### src/verilog/bitops_pkg.sv
// Shared constants and types for the bit, shift and stack execution block.
// Assumes a single 10 MHz core clock and a synchronous active-high reset.
package bitops_pkg;

  // ************************************************************
  // Sizes
  // ************************************************************
  localparam int DATA_W = 8;
  localparam int REG_AW = 5;
  localparam int BIT_AW = 3;
  localparam int SP_W = 4;
  localparam int BUS_AW = 7;
  localparam logic [SP_W-1:0] SP_RESET = 4'hf;
  localparam logic [SP_W-1:0] SP_ONE = 4'h1;
  localparam logic [DATA_W-1:0] BYTE_ZERO = 8'h00;

  // ************************************************************
  // Status register bit positions
  // ************************************************************
  localparam logic [BIT_AW-1:0] FLAG_C = 3'h0;
  localparam logic [BIT_AW-1:0] FLAG_Z = 3'h1;
  localparam logic [BIT_AW-1:0] FLAG_N = 3'h2;
  localparam logic [BIT_AW-1:0] FLAG_V = 3'h3;
  localparam logic [BIT_AW-1:0] FLAG_S = 3'h4;
  localparam logic [BIT_AW-1:0] FLAG_T = 3'h6;

  // ************************************************************
  // Register port map
  // ************************************************************
  localparam logic [1:0] AREA_GPR = 2'h0;
  localparam logic [1:0] AREA_IO = 2'h1;
  localparam logic [1:0] AREA_CTL = 2'h2;
  localparam logic [1:0] AREA_STACK = 2'h3;
  localparam logic [REG_AW-1:0] CTL_STATUS = 5'h00;
  localparam logic [REG_AW-1:0] CTL_SP = 5'h01;
  localparam logic [REG_AW-1:0] CTL_EXEC = 5'h02;

  // ************************************************************
  // Operation codes
  // ************************************************************
  typedef enum logic [4:0] {
    OP_NOP = 5'h00,
    OP_PUSH = 5'h01,
    OP_POP = 5'h02,
    OP_IO_BIT_SET = 5'h03,
    OP_IO_BIT_CLEAR = 5'h04,
    OP_LOGICAL_LEFT_SHIFT = 5'h05,
    OP_LOGICAL_RIGHT_SHIFT = 5'h06,
    OP_LEFT_ROTATE = 5'h07,
    OP_RIGHT_ROTATE = 5'h08,
    OP_ARITHMETIC_RIGHT_SHIFT = 5'h09,
    OP_NIBBLE_SWAP = 5'h0a,
    OP_STATUS_FLAG_SET = 5'h0b,
    OP_STATUS_FLAG_CLEAR = 5'h0c,
    OP_BIT_TO_TRANSFER_FLAG = 5'h0d,
    OP_TRANSFER_FLAG_TO_BIT = 5'h0e,
    OP_CARRY_SET = 5'h0f,
    OP_CARRY_CLEAR = 5'h10
  } op_t;

  // Execution states.
  typedef enum logic [1:0] {
    ST_IDLE = 2'b00,
    ST_PUSH2 = 2'b01,
    ST_POP2 = 2'b10
  } state_t;

endpackage

### src/verilog/bitops_core.sv
// Execution block for stack, I/O bit, shift, rotate, swap and flag operations.
// Assumes one operation is offered at a time with OP_VALID and held off
// while OP_READY is low; register access comes over a simple strobe port.
//
// Chosen here: the plain strobed port and the address map.
`timescale 1ns/1ps

module bitops_core
(
  input wire logic CLK, // Core clock, 10 MHz.
  input wire logic SRST, // Synchronous reset, active high.
  input wire logic OP_VALID, // Operation offered.
  input wire bitops_pkg::op_t OP_CODE, // Operation code.
  input wire logic [bitops_pkg::REG_AW-1:0] OP_REG, // Register or I/O index.
  input wire logic [bitops_pkg::BIT_AW-1:0] OP_BIT, // Bit or flag number.
  output logic OP_READY, // Operation can be taken.
  output logic OP_DONE, // Operation finished last cycle.
  input wire logic [bitops_pkg::BUS_AW-1:0] BUS_ADDR, // Register address.
  input wire logic [7:0] BUS_WDATA, // Write data.
  input wire logic BUS_WR, // Write strobe.
  input wire logic BUS_RD, // Read strobe.
  output logic [7:0] BUS_RDATA // Read data, one cycle after the strobe.
);
  import bitops_pkg::*;

  // ************************************************************
  // Storage and state
  // ************************************************************
  logic [7:0] gpr_q [0:31];
  logic [7:0] io_q [0:31];
  logic [7:0] stack_q [0:(1<<SP_W)-1];
  logic [7:0] status_register_q;
  logic [SP_W-1:0] sp_q;
  state_t state_q;
  logic done_q;
  logic [7:0] rdata_q;
  logic [REG_AW-1:0] pop_reg_q;

  logic take;
  logic [7:0] src_val;
  logic [7:0] sh_result;
  logic sh_c;
  logic sh_z;
  logic sh_n;
  logic sh_v;
  logic sh_s;
  logic is_shift;
  logic [1:0] bus_area;
  logic [REG_AW-1:0] bus_idx;

  // Mask with a single bit set at the given position.
  function automatic logic [7:0] bit_mask(input logic [BIT_AW-1:0] pos);
    bit_mask = 8'h01 << pos;
  endfunction

  // Operation is taken only while no two-cycle operation is pending.
  assign OP_READY = (state_q == ST_IDLE);
  assign take = OP_VALID && OP_READY;
  assign src_val = gpr_q[OP_REG];
  assign OP_DONE = done_q;
  assign BUS_RDATA = rdata_q;
  assign bus_area = BUS_ADDR[BUS_AW-1:REG_AW];
  assign bus_idx = BUS_ADDR[REG_AW-1:0];

  // Shift-group operations go through the shift unit.
  always_comb
  begin
    case (OP_CODE)
      OP_LOGICAL_LEFT_SHIFT, OP_LOGICAL_RIGHT_SHIFT, OP_LEFT_ROTATE,
      OP_RIGHT_ROTATE, OP_ARITHMETIC_RIGHT_SHIFT, OP_NIBBLE_SWAP:
        is_shift = 1'b1;
      default:
        is_shift = 1'b0;
    endcase
  end

  shift_unit u_shift
  (
    .op(OP_CODE),
    .value(src_val),
    .carry_in(status_register_q[FLAG_C]),
    .result(sh_result),
    .carry_out(sh_c),
    .zero_out(sh_z),
    .neg_out(sh_n),
    .ovf_out(sh_v),
    .sign_out(sh_s)
  );

  // ************************************************************
  // Sequencing
  // ************************************************************

  // Push and pop hold the block for a second cycle.
  always_ff @(posedge CLK)
  begin
    if (SRST)
    begin
      state_q <= ST_IDLE;
      pop_reg_q <= 5'h00;
    end
    else
    begin
      case (state_q)
        ST_IDLE:
        begin
          if (take && OP_CODE == OP_PUSH)
          begin
            state_q <= ST_PUSH2;
          end
          else if (take && OP_CODE == OP_POP)
          begin
            state_q <= ST_POP2;
            pop_reg_q <= OP_REG;
          end
        end
        ST_PUSH2, ST_POP2:
          state_q <= ST_IDLE;
        default:
          state_q <= ST_IDLE;
      endcase
    end
  end

  // Completion pulse the cycle after an operation's last edge.
  always_ff @(posedge CLK)
  begin
    if (SRST)
    begin
      done_q <= 1'b0;
    end
    else
    begin
      done_q <= (take && OP_CODE != OP_PUSH && OP_CODE != OP_POP)
        || state_q != ST_IDLE;
    end
  end

  // ************************************************************
  // Stack
  // ************************************************************

  // Stack pointer: push decrements after storing, pop increments before loading.
  always_ff @(posedge CLK)
  begin
    if (SRST)
    begin
      sp_q <= SP_RESET;
    end
    else if (state_q == ST_PUSH2)
    begin
      sp_q <= sp_q - SP_ONE;
    end
    else if (take && OP_CODE == OP_POP)
    begin
      sp_q <= sp_q + SP_ONE;
    end
    else if (BUS_WR && bus_area == AREA_CTL && bus_idx == CTL_SP)
    begin
      sp_q <= BUS_WDATA[SP_W-1:0];
    end
  end

  // Stack storage: first cycle of a push writes at the pointer.
  always_ff @(posedge CLK)
  begin
    if (SRST)
    begin
      for (int i = 0; i < (1 << SP_W); i++)
        stack_q[i] <= BYTE_ZERO;
    end
    else if (take && OP_CODE == OP_PUSH)
    begin
      stack_q[sp_q] <= src_val;
    end
    else if (BUS_WR && bus_area == AREA_STACK)
    begin
      stack_q[bus_idx[SP_W-1:0]] <= BUS_WDATA;
    end
  end

  // ************************************************************
  // General-purpose registers
  // ************************************************************

  // Operation results win over a register-port write in the same cycle.
  always_ff @(posedge CLK)
  begin
    if (SRST)
    begin
      for (int i = 0; i < 32; i++)
        gpr_q[i] <= BYTE_ZERO;
    end
    else if (state_q == ST_POP2)
    begin
      gpr_q[pop_reg_q] <= stack_q[sp_q];
    end
    else if (take && is_shift)
    begin
      gpr_q[OP_REG] <= sh_result;
    end
    else if (take && OP_CODE == OP_TRANSFER_FLAG_TO_BIT)
    begin
      // Only the chosen bit takes T.
      if (status_register_q[FLAG_T])
        gpr_q[OP_REG] <= src_val | bit_mask(OP_BIT);
      else
        gpr_q[OP_REG] <= src_val & ~bit_mask(OP_BIT);
    end
    else if (BUS_WR && bus_area == AREA_GPR)
    begin
      gpr_q[bus_idx] <= BUS_WDATA;
    end
  end

  // ************************************************************
  // I/O registers
  // ************************************************************

  // Read-modify-write of one I/O bit; other bits are kept.
  always_ff @(posedge CLK)
  begin
    if (SRST)
    begin
      for (int i = 0; i < 32; i++)
        io_q[i] <= BYTE_ZERO;
    end
    else if (take && OP_CODE == OP_IO_BIT_SET)
    begin
      io_q[OP_REG] <= io_q[OP_REG] | bit_mask(OP_BIT);
    end
    else if (take && OP_CODE == OP_IO_BIT_CLEAR)
    begin
      io_q[OP_REG] <= io_q[OP_REG] & ~bit_mask(OP_BIT);
    end
    else if (BUS_WR && bus_area == AREA_IO)
    begin
      io_q[bus_idx] <= BUS_WDATA;
    end
  end

  // ************************************************************
  // Status register
  // ************************************************************

  // Only shift-group and flag operations touch the flags.
  always_ff @(posedge CLK)
  begin
    if (SRST)
    begin
      status_register_q <= BYTE_ZERO;
    end
    else if (take && is_shift && OP_CODE != OP_NIBBLE_SWAP)
    begin
      // Shifts and rotates update Z, C, N, V and S together.
      status_register_q[FLAG_C] <= sh_c;
      status_register_q[FLAG_Z] <= sh_z;
      status_register_q[FLAG_N] <= sh_n;
      status_register_q[FLAG_V] <= sh_v;
      status_register_q[FLAG_S] <= sh_s;
    end
    else if (take && OP_CODE == OP_STATUS_FLAG_SET)
    begin
      status_register_q[OP_BIT] <= 1'b1;
    end
    else if (take && OP_CODE == OP_STATUS_FLAG_CLEAR)
    begin
      status_register_q[OP_BIT] <= 1'b0;
    end
    else if (take && OP_CODE == OP_BIT_TO_TRANSFER_FLAG)
    begin
      status_register_q[FLAG_T] <= src_val[OP_BIT];
    end
    else if (take && OP_CODE == OP_CARRY_SET)
    begin
      status_register_q[FLAG_C] <= 1'b1;
    end
    else if (take && OP_CODE == OP_CARRY_CLEAR)
    begin
      status_register_q[FLAG_C] <= 1'b0;
    end
    else if (BUS_WR && bus_area == AREA_CTL && bus_idx == CTL_STATUS)
    begin
      status_register_q <= BUS_WDATA;
    end
  end

  // ************************************************************
  // Register port read
  // ************************************************************

  // Read data stand for one cycle after the strobe, zero otherwise.
  always_ff @(posedge CLK)
  begin
    if (SRST)
    begin
      rdata_q <= BYTE_ZERO;
    end
    else if (BUS_RD)
    begin
      case (bus_area)
        AREA_GPR:
          rdata_q <= gpr_q[bus_idx];
        AREA_IO:
          rdata_q <= io_q[bus_idx];
        AREA_STACK:
          rdata_q <= (bus_idx[REG_AW-1:SP_W] == 1'b0)
            ? stack_q[bus_idx[SP_W-1:0]] : BYTE_ZERO;
        AREA_CTL:
        begin
          case (bus_idx)
            CTL_STATUS:
              rdata_q <= status_register_q;
            CTL_SP:
              rdata_q <= {4'h0, sp_q};
            CTL_EXEC:
              rdata_q <= {6'h00, state_q};
            default:
              rdata_q <= BYTE_ZERO;
          endcase
        end
        default:
          rdata_q <= BYTE_ZERO;
      endcase
    end
    else
    begin
      rdata_q <= BYTE_ZERO;
    end
  end

endmodule

### src/verilog/shift_unit.sv
// Combinational shift, rotate and nibble swap unit with flag results.
// Assumes the caller only uses its outputs for the shift-group operations.
`timescale 1ns/1ps
module shift_unit
(
  input wire bitops_pkg::op_t op, // Operation being executed.
  input wire logic [7:0] value, // Destination register contents.
  input wire logic carry_in, // Current carry flag.
  output logic [7:0] result, // New destination value.
  output logic carry_out, // New carry flag.
  output logic zero_out, // New zero flag.
  output logic neg_out, // New negative flag.
  output logic ovf_out, // New overflow flag.
  output logic sign_out // New sign flag.
);
  import bitops_pkg::*;

  // ************************************************************
  // Datapath
  // ************************************************************

  // Result and carry for each shift kind.
  always_comb
  begin
    result = value;
    carry_out = carry_in;
    case (op)
      OP_LOGICAL_LEFT_SHIFT:
      begin
        result = {value[6:0], 1'b0};
        carry_out = value[7];
      end
      OP_LOGICAL_RIGHT_SHIFT:
      begin
        result = {1'b0, value[7:1]};
        carry_out = value[0];
      end
      OP_LEFT_ROTATE:
      begin
        result = {value[6:0], carry_in};
        carry_out = value[7];
      end
      OP_RIGHT_ROTATE:
      begin
        result = {carry_in, value[7:1]};
        carry_out = value[0];
      end
      OP_ARITHMETIC_RIGHT_SHIFT:
      begin
        result = {value[7], value[7:1]};
        carry_out = value[0];
      end
      OP_NIBBLE_SWAP:
      begin
        result = {value[3:0], value[7:4]};
      end
      default:
      begin
        result = value;
        carry_out = carry_in;
      end
    endcase
  end

  // Flags follow from the result; overflow is negative xor carry.
  assign zero_out = (result == BYTE_ZERO);
  assign neg_out = result[7];
  assign ovf_out = neg_out ^ carry_out;
  assign sign_out = neg_out ^ ovf_out;

endmodule
### config.mk
export PLATFORM = sky130hd
export DESIGN_NAME = bitops_core
export DESIGN_NICKNAME = d
export VERILOG_FILES = /design/src/verilog/bitops_pkg.sv /design/src/verilog/bitops_core.sv /design/src/verilog/shift_unit.sv
export SDC_FILE = /design/constraint.sdc
export NUM_CORES = 2
export LEC_CHECK = 0
export BUFFER_PORTS_ARGS = -buffer_cell sky130_fd_sc_hd__buf_4
export CAP_MARGIN = 0
export CORE_MARGIN = 1
export CORE_UTILIZATION = 55
export CTS_BUF_LIST = sky130_fd_sc_hd__clkbuf_8 sky130_fd_sc_hd__clkbuf_16
export CTS_CLUSTER_SIZE = 24
export DETAILED_ROUTE_END_ITERATION = 10
export GPL_TIMING_DRIVEN = 0
export PLACE_DENSITY_LB_ADDON = 0.08
export SLEW_MARGIN = 20
export SYNTH_ARGS = -nofsm -noshare
export SYNTH_HDL_FRONTEND = slang
export SYNTH_SLANG_ARGS = --single-unit
### constraint.sdc
create_clock -name CLK -period 9.3 [get_ports CLK]
set_input_delay 0.465 -clock CLK [delete_from_list [all_inputs] [get_ports CLK]]
set_output_delay 0.465 -clock CLK [all_outputs]
set_load 0.01 [all_outputs]
# Yosys cells after proc, flatten, opt, wreduce, memory -nomap -nowiden
# Memory sizes are Yosys's and may differ from the RTL's. A register that Yosys moved wholly into a read port is not among the register bits.
# Cells that the tools add are included.
# W data, S select, Z words.
[word_totals]
memories = 3
reg_bits = 28
ram_bits = 640
[op_classes]
n_lt_le_gt_ge = 2
eq_ne = 34
addsub = 2
bitwise_logic = 17
mux = 98
n_reduce_logical = 52
n_shift = 1
[memory_table]
columns = ["memory", "depth", "word_bits", "rd", "rd_clocked_by_memory_dff", "write_ports", "line_no", "text"]
rows = [
  ["gpr_q", 32, 8, 2, 0, 32, "bitops_core.sv:29", "logic [7:0] gpr_q [0:31];"],
  ["io_q", 32, 8, 2, 0, 32, "bitops_core.sv:30", "logic [7:0] io_q [0:31];"],
  ["stack_q", 16, 8, 2, 1, 16, "bitops_core.sv:31", "logic [7:0] stack_q [0:(1<<SP_W)-1];"],
]
[op_table]
columns = ["operator", "count"]
rows = [
  ["$mux W8", 14],
  ["$mux W1", 62],
  ["$reduce_or A8 Y1", 7],
  ["$pmux W8 S6", 1],
  ["$eq A5 B4 Y1 const B", 8],
  ["$pmux W8 S4", 1],
  ["$mux W5", 6],
  ["$mux W4", 7],
  ["$and A8 B8 Y8", 3],
  ["$or A8 B8 Y8", 3],
  ["$pmux W8 S3", 1],
  ["$logic_and A1 B1 Y1", 22],
  ["$eq A5 B3 Y1 const B", 4],
  ["$ne A4 B4 Y1 const B", 5],
  ["$not A8 Y8", 2],
  ["$eq A5 B2 Y1 const B", 3],
  ["$mux W7", 2],
  ["$eq A5 B1 Y1 const B", 2],
  ["$ne A3 B3 Y1 const B", 3],
  ["$logic_not A8 Y1", 1],
  ["$reduce_and A4 Y1", 2],
  ["$reduce_bool A4 Y1", 2],
  ["$shl A1 B3 Y8 const A", 1],
  ["$eq A2 B2 Y1 const B", 3],
  ["28 further kinds", 41],
]

# Longest topological paths before layout
[logic_depth]
word_depth = 13
ltp_mapped = 13
ltp_nobuf = 8

# By module
# From an unflattened synthesis, not the netlist that was laid out.
[unflattened]
cells_unflattened = 2683
hier_area_um2 = 37337.1
[by_module_without_submodules]
columns = ["module", "cells_per_inst", "seq_area_each_um2", "instances", "area_per_inst_um2"]
rows = [
  ["bitops_core", 2644, 19859.0, 1, 37026.8],
  ["shift_unit", 39, 0.0, 1, 310.3],
]

# Least setup slack after synthesis
# OpenSTA, ideal clock, no wires.
[synth_timing]
path_type = "in2reg"
startpoint = "input OP_REG[1] in the netlist's numbering"
endpoint = "memory io_q[10][7], data pin"
cell_stages = 11
setup_ps = 262
path_buffers = 5
arrival_ps = 2920
required_ps = 9038
path_slack_ps = 6119
path_cell_list = "buf_4 > buf_4 > buf_2 > buf_1 > mux4_2 > mux4_2 > a211oi_1 > a21oi_1 > mux2i_2 > buf_2 > nor2_1"
[synth_rtl]
columns = ["item", "line_no", "text"]
rows = [
  ["start: declaration", "bitops_core.sv:14", "input wire logic [bitops_pkg::REG_AW-1:0] OP_REG,"],
  ["end: declaration", "bitops_core.sv:30", ""],
]

==> metrics.yaml <==
timing:
  fmax_ghz: 0.209
  finalSetupViolCount: 0
  slew_violations: 0
  hold_viol_final: 0
  clock_skew_ns: 0.0220
  period_minus_slack_ns: 4.79
  fin_crit_sh_pct: 51.5
  max_slew_margin_pct: 14.9
  rsz0062_at_grt: "no"
  worst_slew_pin_slew_ns: 1.28
  fin_tns_setup_ns: 0
placed_design:
  dp_hpwl_um: 99500
  globalplace.congestion: 1.08
  io_buffers: 32
  place_inst: 3618
finish:
  nNetsFinal: 2865
  finalNonFillerCells: 3755
  syn_to_final_growth_pct: 10.1
  multi_input_area_um2: 16100
  fillers: 5087
  layout.area.seq_um2: 19900
  drive_gt1_share_pct: 23.9
synthesis:
  yosys.area.top_type_share_pct: 51.8
  ys_seq_area_share_pct: 53.5
  ys_types: 81
  synth_fp_nets: 2756
  async_flop_share_pct: 0
  synth_flop_cell: "edfxtp_1"
  yosys_warnings: 0
  netlist_instances: 2721
  synth_seq_cells: 672
  ys_top_cells_by_count: "edfxtp_1, nor2_1, mux4_2"
  synthMostInstantiatedCell: "edfxtp_1"
  yosysTopAreaCell: "edfxtp_1"
  synth_edf_count: 640
  synthesis.area_um2: 37100
  synth.area.top_cells: "edfxtp_1, mux4_2, nor2_1, mux2i_1, dfxtp_1"
  synth.avg_cell_area_um2: 13.6
clocking:
  cts_sinks: 672
  htree_num_levels: 3
  worstSkewPairLatency_ns: 0.65
  cts_resized: 0
  tritoncts.num_buffers: 74
  hold_buffers: 0
  cts_setup_buffers: 0
  cts-root-buf: "clkbuf_16"
  clkTransAtPathRegs_ns: 0.06
  cts_tree: "built"
  clockBufferDepth: 3
floorplan:
  start_util_pct: 56.0
  core_um2: 66200
  rows: 94
  die_w_um: 262
  die_h_um: 262
  io_pins: 43
  die_area_um2: 68500
critical_path:
  reg2reg_depth: 9
  crit_path_start_kind: "input pin"
  arrival_ns: 5.16
  r2r_setup_slack_ns: 4.53
  critPathRequiredTime_ns: 9.67
  critPathCaptureType: "flip-flop"
  r2r-end: "io_q[18][0]"
  worstSetupPathType: "input pin to flip-flop"
  rr_startpoint: "state_q[0]"
  crit_fanout: 10
worst_hold_path:
  hp-start: "OP_VALID"
  hold_end: "OP_DONE"
  hp-class: "input pin to flip-flop"
  hold_path_depth: 3
drt:
  drcViolationCount: 0
  drt_first_pass_iters: 6
  via_per_inst: 7.22
  wirelength_um: 131000
  drt_iter0_markers: 4314
  vias: 27100
  wl_per_cell_um: 35.0
  ant_nets: 0
global_routing:
  grt_usage_pct: 38.9
  grt_pass1_vias: 25600
  antenna_found_initial: 4
  grt_pass1_wl_um: 184000
  grt_max_degree: 14
  overflow: 0
power:
  ir_worst_vdd_v: 0.000144
  leakagePower_nw: 14.1
  powerDensity_nw_per_um2: 182
run_status:
  outcome: "complete, no violations"
flow_run:
  maxCapViolations: 0
## worst max path at each step
stage	startpoint	end	slack [ns]	cells past startpoint
2_1_floorplan	OP_REG[1]	io_q[10][7]	6.12	11
3_3_place_gp	BUS_ADDR[1]	stack_q[7][3]	3.75	9
3_5_place_dp	OP_REG[1]	gpr_q[28][7]	4.16	13
4_1_cts	state_q[0]	io_q[18][3]	4.79	9
5_1_grt	state_q[0]	io_q[18][3]	4.43	9
6_report	OP_REG[1]	gpr_q[28][7]	4.51	13
## per-stage QoR
stage	utilization, %	setup slack, ns	instance area (µm²)	hold WS (ns)	total power [mW]
after floorplan	-	6.12	37100	0.449	4.15
after global placement	58.0	3.75	38400	0.479	4.53
after detailed placement	58.1	4.16	38500	0.483	4.56
after CTS	61.7	4.79	40800	0.0993	7.37
after global routing	61.7	4.43	40800	0.168	7.54
final	61.7	4.51	40800	0.117	7.42
## cell usage in the layout (no fill, tap or decap), types with 32 or more instances in the layout
master	count
nor3_1	54
clkbuf_1	103
mux2i_1	81
clkbuf_16	75
nand2b_1	96
buf_2	83
nand2_1	162
a21oi_1	42
nor3_2	32
a211oi_1	78
mux4_2	356
dfxtp_1	32
nand3_1	37
edfxtp_1	640
inv_1	33
nor2_1	574
buf_4	53
## sequential cells by signal (all words and copies together) (netlist names), named ones only
register and flops:
gpr_q 256, pop_reg_q 5, status_register_q 8, stack_q 128, OP_DONE 1, state_q 2
sp_q 4, io_q 256, BUS_RDATA 8
## worst max-delay path, stage by stage
cell and delay [ns]:
buf_4 0.17, buf_4 0.31, buf_2 0.53, buf_4 0.38, mux2i_1 0.27, a22oi_1 0.11
nand3_1 0.21, nand2_1 0.23, nor2_1 0.54, o211ai_1 0.41, o21ai_1 1.02, buf_2 0.40
nor2_1 0.07
## routing by layer
| layer | routed length [µm] | up-vias | global-route usage [%] |
|---|---|---|---|
| met4 | 7030 | 6 | 18.0 |
| met3 | 18000 | 374 | 11.3 |
| met1 | 49200 | 13700 | 54.4 |
| li1 | - | 10800 | - |
| met2 | 57100 | 2139 | 56.6 |
| met5 | 36 | - | 0 |
## power by group
| group | switching (mW) | internal (mW) | total, mW |
|---|---|---|---|
| clock network | 1.25 | 1.63 | 2.88 |
| registers | 0.0546 | 3.41 | 3.47 |
| logic | 0.706 | 0.366 | 1.07 |
| total | 2.01 | 5.40 | 7.42 |
## logic make-up (layout without fill, tap and decap cells)
logic type,count (synthesis),in the layout,share of synthesized area [%]
DFF,672,672,53.5
adders and majority gates,2,2,0.0675
and+or+nand+nor,1045,1045,12.8
AOI/OAI and AO/OA,288,288,5.49
xor gates and xnor gates,4,4,0.0945
buffers and inverters,249,418,3.25
muxes,461,461,24.7
other,0,1,0
## final cells by class
cell class,instances,area share (%)
diodes,1,0.00613
inverters,11,0.101
plain buffers,238,2.89
clock inverters,56,0.993
multi-input cells,1800,39.3
clock buffers,80,4.76
repair buffers,33,0.656
flip-flops and latches,672,48.6
well taps,864,2.65
Note: power is estimated with default switching activity, not from simulation.
